<file path="config.mk">
export PLATFORM = sky130hd
export DESIGN_NAME = fci_host
export DESIGN_NICKNAME = d
export VERILOG_FILES = /design/src/hdl/fci_pkg.sv /design/src/hdl/fci_host.sv
export SDC_FILE = /design/constraint.sdc
export NUM_CORES = 1
export LEC_CHECK = 0
export BUFFER_PORTS_ARGS = -buffer_cell sky130_fd_sc_hd__buf_4
export CORE_MARGIN = 1.5
export CORE_UTILIZATION = 50
export DETAILED_ROUTE_END_ITERATION = 6
export PLACE_DENSITY = 0.73
export SYNTH_ARGS = -nofsm -noshare
export SYNTH_HDL_FRONTEND = slang
export SYNTH_SLANG_ARGS = --single-unit
export TNS_END_PERCENT = 10
</file>
<file path="constraint.sdc">
create_clock -name clock -period 5.75 [get_ports clock]
set_input_delay 0.2875 -clock clock [delete_from_list [all_inputs] [get_ports clock]]
set_output_delay 0.2875 -clock clock [all_outputs]
set_load 0.05 [all_outputs]
</file>
<file path="src/hdl/fci_pkg.sv">
// package: constants and carriers for the flash command host controller
package fci_pkg;
  localparam int ADDR_W = 19;
  localparam int DATA_W = 16;
  // command sequence addresses and data, word mode and byte mode
  localparam logic [11:0] WORD_ADDR_UNLOCK1 = 12'h555;
  localparam logic [11:0] WORD_ADDR_UNLOCK2 = 12'h2aa;
  localparam logic [11:0] BYTE_ADDR_UNLOCK1 = 12'haaa;
  localparam logic [11:0] BYTE_ADDR_UNLOCK2 = 12'h555;
  localparam logic [7:0] DAT_UNLOCK1 = 8'haa;
  localparam logic [7:0] DAT_UNLOCK2 = 8'h55;
  localparam logic [7:0] DAT_ERASE_SETUP = 8'h80;
  localparam logic [7:0] DAT_SECTOR_ERASE = 8'h30;
  localparam logic [7:0] DAT_SUSPEND = 8'hb0;
  localparam logic [7:0] DAT_RESUME = 8'h30;
  localparam logic [7:0] DAT_AUTOSEL = 8'h90;
  localparam logic [7:0] DAT_RESET = 8'hf0;
  localparam logic [7:0] DAT_BYPASS_ENTRY = 8'h20;
  localparam logic [7:0] DAT_BYPASS_PROG = 8'ha0;
  localparam logic [7:0] DAT_BYPASS_EXIT1 = 8'h90;
  localparam logic [7:0] DAT_BYPASS_EXIT2 = 8'h00;
  localparam logic [7:0] PROT_NO = 8'h00;
  localparam logic [7:0] PROT_YES = 8'h01;
  // sector field in the address
  localparam int SECT_MSB = 18;
  localparam int SECT_LSB = 12;
  localparam int SECT_W = SECT_MSB - SECT_LSB + 1;
  // bus cycle timing
  localparam int CLK_NS = 10;
  localparam int T_SETUP_NS = 20;
  localparam int T_PULSE_NS = 40;
  localparam int T_HOLD_NS = 20;
  localparam int T_READ_NS = 70;
  localparam logic [3:0] CYC_SETUP = 4'((T_SETUP_NS + CLK_NS - 1) / CLK_NS);
  localparam logic [3:0] CYC_PULSE = 4'((T_PULSE_NS + CLK_NS - 1) / CLK_NS);
  localparam logic [3:0] CYC_HOLD = 4'((T_HOLD_NS + CLK_NS - 1) / CLK_NS);
  localparam logic [3:0] CYC_READ = 4'((T_READ_NS + CLK_NS - 1) / CLK_NS);
  localparam logic [3:0] MAX_STEPS = 4'h6;

  typedef enum logic [3:0] {
    FCI_OP_READ,
    FCI_OP_SECTOR_ERASE,
    FCI_OP_SUSPEND,
    FCI_OP_RESUME,
    FCI_OP_AUTOSEL_PROT,
    FCI_OP_RESET,
    FCI_OP_BYPASS_ENTRY,
    FCI_OP_BYPASS_PROG,
    FCI_OP_BYPASS_EXIT
  } fci_op_t;

  typedef struct packed {
    fci_op_t op;
    logic byte_mode;
    logic [ADDR_W-1:0] addr;
    logic [DATA_W-1:0] data;
  } fci_req_t;

  typedef struct packed {
    logic [ADDR_W-1:0] addr;
    logic [DATA_W-1:0] data;
    logic rd;
  } fci_cyc_t;

  // pins driven toward the flash
  typedef struct packed {
    logic ce_n;
    logic we_n;
    logic oe_n;
    logic [ADDR_W-1:0] addr;
    logic [DATA_W-1:0] dq_o;
    logic dq_oe;
  } fci_pins_t;
endpackage

</file>
<file path="src/hdl/fci_host.sv">
// host controller issuing command sequences to a parallel nor flash
`timescale 1ns/1ns
module fci_host (
  input wire logic clock,
  input wire logic rst,
  input wire logic req_valid,
  input wire fci_pkg::fci_req_t req,
  output logic req_ready,
  output logic done,
  output logic [fci_pkg::DATA_W-1:0] rd_data,
  output logic refused,
  output logic in_suspend,
  output logic in_bypass,
  output logic in_autosel,
  output fci_pkg::fci_pins_t pins,
  input wire logic [fci_pkg::DATA_W-1:0] dq_i,
  input wire logic ready_busy_out
);
  typedef enum logic [2:0] {S_IDLE, S_SETUP, S_PULSE, S_HOLD, S_NEXT} st_t;
  st_t st_r, st_nxt;
  fci_pkg::fci_req_t q_r, q_nxt;
  logic [3:0] step_r, step_nxt, cnt_r, cnt_nxt, nsteps;
  logic susp_r, susp_nxt, byp_r, byp_nxt, asel_r, asel_nxt;
  logic rdy_r, rdy_nxt, done_r, done_nxt, ref_r, ref_nxt;
  logic [fci_pkg::DATA_W-1:0] rdd_r, rdd_nxt;
  fci_pkg::fci_pins_t pins_r, pins_nxt;
  fci_pkg::fci_cyc_t cyc;

  function automatic logic [3:0] steps_of(input fci_pkg::fci_op_t op);
    unique case (op)
      fci_pkg::FCI_OP_SECTOR_ERASE: steps_of = 4'h6;
      fci_pkg::FCI_OP_AUTOSEL_PROT: steps_of = 4'h4;
      fci_pkg::FCI_OP_BYPASS_ENTRY: steps_of = 4'h3;
      fci_pkg::FCI_OP_BYPASS_PROG, fci_pkg::FCI_OP_BYPASS_EXIT:
        steps_of = 4'h2;
      default: steps_of = 4'h1;
    endcase
  endfunction

  // one bus cycle of a sequence; upper data byte zero on commands
  function automatic fci_pkg::fci_cyc_t cyc_of(
      input fci_pkg::fci_req_t r, input logic [3:0] s);
    logic [11:0] a1, a2;
    logic [fci_pkg::ADDR_W-1:0] sa;
    logic [7:0] d;
    logic [fci_pkg::ADDR_W-1:0] a;
    logic rd;
    a1 = r.byte_mode ? fci_pkg::BYTE_ADDR_UNLOCK1 : fci_pkg::WORD_ADDR_UNLOCK1;
    a2 = r.byte_mode ? fci_pkg::BYTE_ADDR_UNLOCK2 : fci_pkg::WORD_ADDR_UNLOCK2;
    sa = '0;
    sa[fci_pkg::SECT_MSB:fci_pkg::SECT_LSB] =
      r.addr[fci_pkg::SECT_MSB:fci_pkg::SECT_LSB];
    a = {7'h00, a1};
    d = fci_pkg::DAT_UNLOCK1;
    rd = 1'b0;
    unique case (r.op)
      fci_pkg::FCI_OP_READ: begin
        a = r.addr;
        rd = 1'b1;
      end
      fci_pkg::FCI_OP_SUSPEND: d = fci_pkg::DAT_SUSPEND;
      fci_pkg::FCI_OP_RESUME: d = fci_pkg::DAT_RESUME;
      fci_pkg::FCI_OP_RESET: d = fci_pkg::DAT_RESET;
      fci_pkg::FCI_OP_SECTOR_ERASE: begin
        unique case (s)
          4'h1, 4'h4: begin
            a = {7'h00, a2};
            d = fci_pkg::DAT_UNLOCK2;
          end
          4'h2: d = fci_pkg::DAT_ERASE_SETUP;
          4'h5: begin
            a = sa;
            d = fci_pkg::DAT_SECTOR_ERASE;
          end
          default: d = fci_pkg::DAT_UNLOCK1;
        endcase
      end
      fci_pkg::FCI_OP_AUTOSEL_PROT: begin
        unique case (s)
          4'h1: begin
            a = {7'h00, a2};
            d = fci_pkg::DAT_UNLOCK2;
          end
          4'h2: d = fci_pkg::DAT_AUTOSEL;
          4'h3: begin
            a = sa | 19'h00002;
            rd = 1'b1;
          end
          default: d = fci_pkg::DAT_UNLOCK1;
        endcase
      end
      fci_pkg::FCI_OP_BYPASS_ENTRY: begin
        if (s == 4'h1) begin
          a = {7'h00, a2};
          d = fci_pkg::DAT_UNLOCK2;
        end else if (s == 4'h2)
          d = fci_pkg::DAT_BYPASS_ENTRY;
      end
      fci_pkg::FCI_OP_BYPASS_PROG: begin
        d = fci_pkg::DAT_BYPASS_PROG;
        if (s == 4'h1) begin
          a = r.addr;
          d = r.data[7:0];
        end
      end
      fci_pkg::FCI_OP_BYPASS_EXIT: begin
        d = (s == 4'h0) ? fci_pkg::DAT_BYPASS_EXIT1
                        : fci_pkg::DAT_BYPASS_EXIT2;
      end
      default: d = fci_pkg::DAT_UNLOCK1;
    endcase
    cyc_of.addr = a;
    cyc_of.data = {8'h00, d};
    if (r.op == fci_pkg::FCI_OP_BYPASS_PROG && s == 4'h1)
      cyc_of.data = r.data;
    cyc_of.rd = rd;
  endfunction

  // request legal in current mode
  function automatic logic legal(input fci_pkg::fci_op_t op, input logic su,
      input logic by, input logic as);
    unique case (op)
      fci_pkg::FCI_OP_RESUME: legal = su && !as;
      fci_pkg::FCI_OP_SUSPEND: legal = !su && !by && !ready_busy_out;
      fci_pkg::FCI_OP_BYPASS_PROG: legal = by;
      fci_pkg::FCI_OP_BYPASS_EXIT: legal = by;
      fci_pkg::FCI_OP_SECTOR_ERASE, fci_pkg::FCI_OP_BYPASS_ENTRY:
        legal = !su && !by && !as && ready_busy_out;
      fci_pkg::FCI_OP_AUTOSEL_PROT: legal = !by && !as;
      fci_pkg::FCI_OP_READ: legal = !by || ready_busy_out;
      default: legal = 1'b1;
    endcase
  endfunction

  assign cyc = cyc_of(q_r, step_r);
  assign nsteps = steps_of(q_r.op);

  always_comb begin
    st_nxt = st_r;
    q_nxt = q_r;
    step_nxt = step_r;
    cnt_nxt = cnt_r;
    susp_nxt = susp_r;
    byp_nxt = byp_r;
    asel_nxt = asel_r;
    rdy_nxt = rdy_r;
    done_nxt = 1'b0;
    ref_nxt = 1'b0;
    rdd_nxt = rdd_r;
    pins_nxt = pins_r;
    unique case (st_r)
      S_IDLE: begin
        if (req_valid && rdy_r) begin
          if (legal(req.op, susp_r, byp_r, asel_r)) begin
            q_nxt = req;
            step_nxt = 4'h0;
            cnt_nxt = 4'h0;
            rdy_nxt = 1'b0;
            st_nxt = S_SETUP;
          end else begin
            ref_nxt = 1'b1;
          end
        end
      end
      S_SETUP: begin
        // address out, chip select low, strobe still high
        pins_nxt.addr = cyc.addr;
        pins_nxt.ce_n = 1'b0;
        pins_nxt.dq_o = cyc.data;
        pins_nxt.dq_oe = !cyc.rd;
        cnt_nxt = cnt_r + 4'h1;
        if (cnt_r + 4'h1 >= fci_pkg::CYC_SETUP) begin
          cnt_nxt = 4'h0;
          pins_nxt.we_n = cyc.rd;
          pins_nxt.oe_n = !cyc.rd;
          st_nxt = S_PULSE;
        end
      end
      S_PULSE: begin
        cnt_nxt = cnt_r + 4'h1;
        if (cnt_r + 4'h1 >= (cyc.rd ? fci_pkg::CYC_READ
                                    : fci_pkg::CYC_PULSE)) begin
          cnt_nxt = 4'h0;
          if (cyc.rd)
            rdd_nxt = dq_i;
          pins_nxt.we_n = 1'b1;
          pins_nxt.oe_n = 1'b1;
          st_nxt = S_HOLD;
        end
      end
      S_HOLD: begin
        cnt_nxt = cnt_r + 4'h1;
        if (cnt_r + 4'h1 >= fci_pkg::CYC_HOLD) begin
          cnt_nxt = 4'h0;
          pins_nxt.ce_n = 1'b1;
          pins_nxt.dq_oe = 1'b0;
          st_nxt = S_NEXT;
        end
      end
      S_NEXT: begin
        if (step_r + 4'h1 < nsteps) begin
          step_nxt = step_r + 4'h1;
          st_nxt = S_SETUP;
        end else begin
          st_nxt = S_IDLE;
          rdy_nxt = 1'b1;
          done_nxt = 1'b1;
          unique case (q_r.op)
            fci_pkg::FCI_OP_SUSPEND: susp_nxt = 1'b1;
            fci_pkg::FCI_OP_RESUME: susp_nxt = 1'b0;
            fci_pkg::FCI_OP_AUTOSEL_PROT: asel_nxt = 1'b1;
            fci_pkg::FCI_OP_RESET: asel_nxt = 1'b0;
            fci_pkg::FCI_OP_BYPASS_ENTRY: byp_nxt = 1'b1;
            fci_pkg::FCI_OP_BYPASS_EXIT: byp_nxt = 1'b0;
            default: begin
            end
          endcase
        end
      end
    endcase
  end

  always_ff @(posedge clock) begin
    if (rst) begin
      st_r <= S_IDLE;
      q_r <= '0;
      step_r <= 4'h0;
      cnt_r <= 4'h0;
      susp_r <= 1'b0;
      byp_r <= 1'b0;
      asel_r <= 1'b0;
      rdy_r <= 1'b1;
      done_r <= 1'b0;
      ref_r <= 1'b0;
      rdd_r <= '0;
      pins_r <= '{ce_n: 1'b1, we_n: 1'b1, oe_n: 1'b1, addr: '0, dq_o: '0,
                  dq_oe: 1'b0};
    end else begin
      st_r <= st_nxt;
      q_r <= q_nxt;
      step_r <= step_nxt;
      cnt_r <= cnt_nxt;
      susp_r <= susp_nxt;
      byp_r <= byp_nxt;
      asel_r <= asel_nxt;
      rdy_r <= rdy_nxt;
      done_r <= done_nxt;
      ref_r <= ref_nxt;
      rdd_r <= rdd_nxt;
      pins_r <= pins_nxt;
    end
  end

  assign req_ready = rdy_r;
  assign done = done_r;
  assign rd_data = rdd_r;
  assign refused = ref_r;
  assign in_suspend = susp_r;
  assign in_bypass = byp_r;
  assign in_autosel = asel_r;
  assign pins = pins_r;

  property p_we_only_with_ce;
    @(posedge clock) disable iff (rst)
      !pins_r.we_n |-> !pins_r.ce_n;
  endproperty
  a_we_only_with_ce: assert property (p_we_only_with_ce)
    else $error("write strobe low without chip select");

  property p_we_oe_excl;
    @(posedge clock) disable iff (rst)
      !(!pins_r.we_n && !pins_r.oe_n);
  endproperty
  a_we_oe_excl: assert property (p_we_oe_excl)
    else $error("write and output strobes both low");

  property p_pulse_len;
    @(posedge clock) disable iff (rst)
      $fell(pins_r.we_n) |-> !pins_r.we_n [*4] ##1 pins_r.we_n;
  endproperty
  a_pulse_len: assert property (p_pulse_len)
    else $error("write pulse length wrong");

  property p_cmd_upper_zero;
    @(posedge clock) disable iff (rst)
      (!pins_r.we_n && q_r.op != fci_pkg::FCI_OP_BYPASS_PROG)
        |-> pins_r.dq_o[15:8] == 8'h00;
  endproperty
  a_cmd_upper_zero: assert property (p_cmd_upper_zero)
    else $error("upper byte driven on command cycle");

  property p_resume_in_susp;
    @(posedge clock) disable iff (rst)
      (st_r == S_IDLE && req_valid && rdy_r
       && req.op == fci_pkg::FCI_OP_RESUME && !susp_r) |=> ref_r;
  endproperty
  a_resume_in_susp: assert property (p_resume_in_susp)
    else $error("resume outside suspend not refused");

  property p_bypass_prog_gate;
    @(posedge clock) disable iff (rst)
      (!pins_r.we_n && pins_r.dq_o[7:0] == fci_pkg::DAT_BYPASS_PROG
       && q_r.op == fci_pkg::FCI_OP_BYPASS_PROG) |-> byp_r;
  endproperty
  a_bypass_prog_gate: assert property (p_bypass_prog_gate)
    else $error("bypass program outside bypass mode");

  property p_suspend_sets;
    @(posedge clock) disable iff (rst)
      (st_r == S_NEXT && q_r.op == fci_pkg::FCI_OP_SUSPEND) |=> susp_r;
  endproperty
  a_suspend_sets: assert property (p_suspend_sets)
    else $error("suspend did not enter suspend mode");

  property p_erase_steps;
    @(posedge clock) disable iff (rst)
      !pins_r.we_n |-> step_r < fci_pkg::MAX_STEPS;
  endproperty
  a_erase_steps: assert property (p_erase_steps)
    else $error("more than six cycles in a sequence");
endmodule

</file>
==> qor.csv <==
metric,value,unit
cts repair resizes,0,
chip height,105.6,µm
Pins Over Slew Limit,0,
first-pass GRT wire length,20810,µm
crit path max fanout,16,
# diodes,0,
skew final,14.67,ps
antenna violations before repair,0,
result of the run,finished clean,
max-capacitance violation count,0,
Final Hold Vio Count,0,
Max-Slew Margin vs Limit,27.85,%
first-iteration detailed-routing DRC count,262,
clock tree buffer depth,2,
CTS Buf Count,9,
P&R area growth vs syn,20.29,%
Power Density,343.3,nW/µm²
routed wire length,12610,µm
Critical Path Sink Type,register,
Filler Cells Inserted,930,
Setup Viol. Count Final,0,
static leakage,2.735,nW
Commonest cells post-synth,"dfxtp_1 (112), nor2_1 (88), mux2i_1 (58)",
DR DRC count,0,
vias in the first global route,4409,
Synth area leader,dfxtp_1,
DIE WIDTH,105.6,µm
Vias,4555,
Synth cell types,68,
Final Cycle Share,62.06,%
total core area,10280,µm²
layout cell share with drive strength beyond 1,21.65,%
All-Layer GR Usage,23.00,%
Post-synth top flop,dfxtp_1,
asr flop ratio synth,0,%
Die Area,11160,µm²
startpoint type of the worst setup path,register,
yosys warns,0,
Syn Nets,663,
Post-CTS Setup Bufs,0,
crit path cell chain,ha_1 > nand2_1 > a2111o_1 > inv_1 > ha_1 > nand2b_1 > a32oi_1 > a311o_1 > mux2i_1 > nor2_1,
clock latency on the worst-skew pair,380,ps
nets,762,
"flops & latches, synth",112,
DRT Pass-1 Iters,4,
"count leader, synth",dfxtp_1,
I/O pin count,121,
H-Tree Level Count,3,
largest net degree at the start of global routing,93,
number of synthesized flops with an enable pin,0,
"top cells by area, synth","dfxtp_1 (43%), mux2i_1 (11%), nor2_1 (6.3%)",
"Hold-fix buffers, CTS",0,
"CTS clk-pin slew, worst paths",110,ps
"Seq/Total Area, Yosys",42.57,%
WL/cell,15.21,µm
Worst-Margin Slew,1082,ps
num rows,37,
Mean Syn Cell Area,8.943,µm²
post-synth top area share,42.57,%
Root Buffer,clkbuf_8,
Setup TNS Final,0,ps
number of clock sinks,112,
Max Fclk,280.2,MHz
Initial Utilization,51.25,%
Avg Vias per Cell,5.495,
"Cell Area, Synth",5268,µm²
Finished Cell Area,6336,µm²
worst ir drop on vdd,159.3,µV
WS Path Type,reg2reg,
slowest cell delay on critical path,930,ps
slowest CP cell,a311o_1,
RSZ-0062 raised after global routing,false,
hold crit path type,in2reg,
WP data required,5990,ps
final period demand of the worst path,3568,ps
Crit path arrival time,3810,ps
port buffer count,120,
gpl congestion,0.9071,
DRT antenna net count,0,
GR Overflow Total,0,
TritonCTS clock tree,yes,
"Cell Area, Placed",6117,µm²
CP most frequent cell,ha_1,
dpl hpwl,8793,µm
Post-Synthesis Cells,589,
==> kinds of logic after synthesis <==
group	share of synthesized area [%]
compound gates	17.79
xor+xnor	0.3326
fa+ha+maj	3.325
buf+inv	5.795
flops	42.57
mux	11.02
simple gates	19.17
==> area by class of cell <==
cell class / instances / area [µm²] / share of cell area (%)
multi-input combinational: 428 / 2729 / 43.07
timing repair buffer: 123 / 923.4 / 14.57
inverter: 14 / 52.55 / 0.8294
clock inverter: 6 / 91.34 / 1.442
sequential: 112 / 2242 / 35.39
clock buffer: 10 / 127.6 / 2.014
tap: 136 / 170.2 / 2.686
==> where the power goes <==
group	switching [mW]	internal, mW	leakage, nW
Combinational	0.464	0.260	1.71
Sequential	0.0741	0.861	0.910
Clock	0.268	0.248	0.111
==> routing by layer <==
layer	global-route usage [%]	vias up	routed length (µm)
met5	0	-	0
met4	7.915	0	172
met3	6.061	17	766
met2	37.57	111	6070
met1	29.38	2147	5599
li1	-	2280	-
==> state kept, by name, summed over array words and instances (netlist names) <==
| register | count |
|---|---|
| rd_data | 16 |
| pins | 39 |
| done | 1 |
| req_ready | 1 |
| q_r | 40 |
| st_r | 3 |
| refused | 1 |
| in_bypass | 1 |
| in_autosel | 1 |
| step_r | 4 |
| in_suspend | 1 |
| cnt_r | 4 |
==> path summary, 6_finish.rpt <==
kind,startpoint,slack [ps],cells after the start,to
max,step_r[0],2180,10,rd_data[13]
min,dq_i[0],130,3,rd_data[0]
max reg2reg,step_r[0],2180,10,rd_data[13]
min reg2reg,pins[11],460,2,pins[11]
==> stage by stage <==
stage                     setup slack, ps  util (%)  hold slack, ps  instances  total power, mW
after floorplan                      3007         -           431.4        589            1.490
after global placement               2329     59.52           440.0        813            1.659
after detailed placement             2160     59.52           443.9        813            1.675
after CTS                            2168     61.65           117.8        829            2.189
after global routing                 1977     61.65           123.7        829            2.293
final                                2182     61.65           130.3        829            2.175
==> worst max-delay path: cells and delay by family (launching register included) <==
family	cells	cell delay, ps
AND/OR/NAND/NOR	3	300
AO/OA/AOI/OAI	3	1710
buffers and inverters	1	100
flip-flops	1	490
multiplexers	1	300
adder cells (fa/ha/maj)	2	540
==> cell usage in the layout (no fill, tap or decap), types with 3 or more instances in the layout <==
cell type,synthesis,final
dfxtp_1,112,112
or3_1,4,4
a22oi_1,9,9
and3_1,5,5
a31oi_1,4,4
o21a_1,5,5
buf_4,2,123
nor2_1,88,88
nand3_1,17,17
or2_2,3,3
ha_1,14,14
nand2b_1,4,4
o211ai_1,4,4
a22o_1,7,7
nor3_1,10,10
clkbuf_8,1,9
a21oi_1,38,38
and2_1,3,3
nor4_1,3,3
nand2_1,53,53
nor2b_1,9,9
a211oi_1,9,9
mux2i_1,58,58
inv_1,13,13
o21ai_0,32,32
No activity file was read; power rests on OpenSTA's default activity.
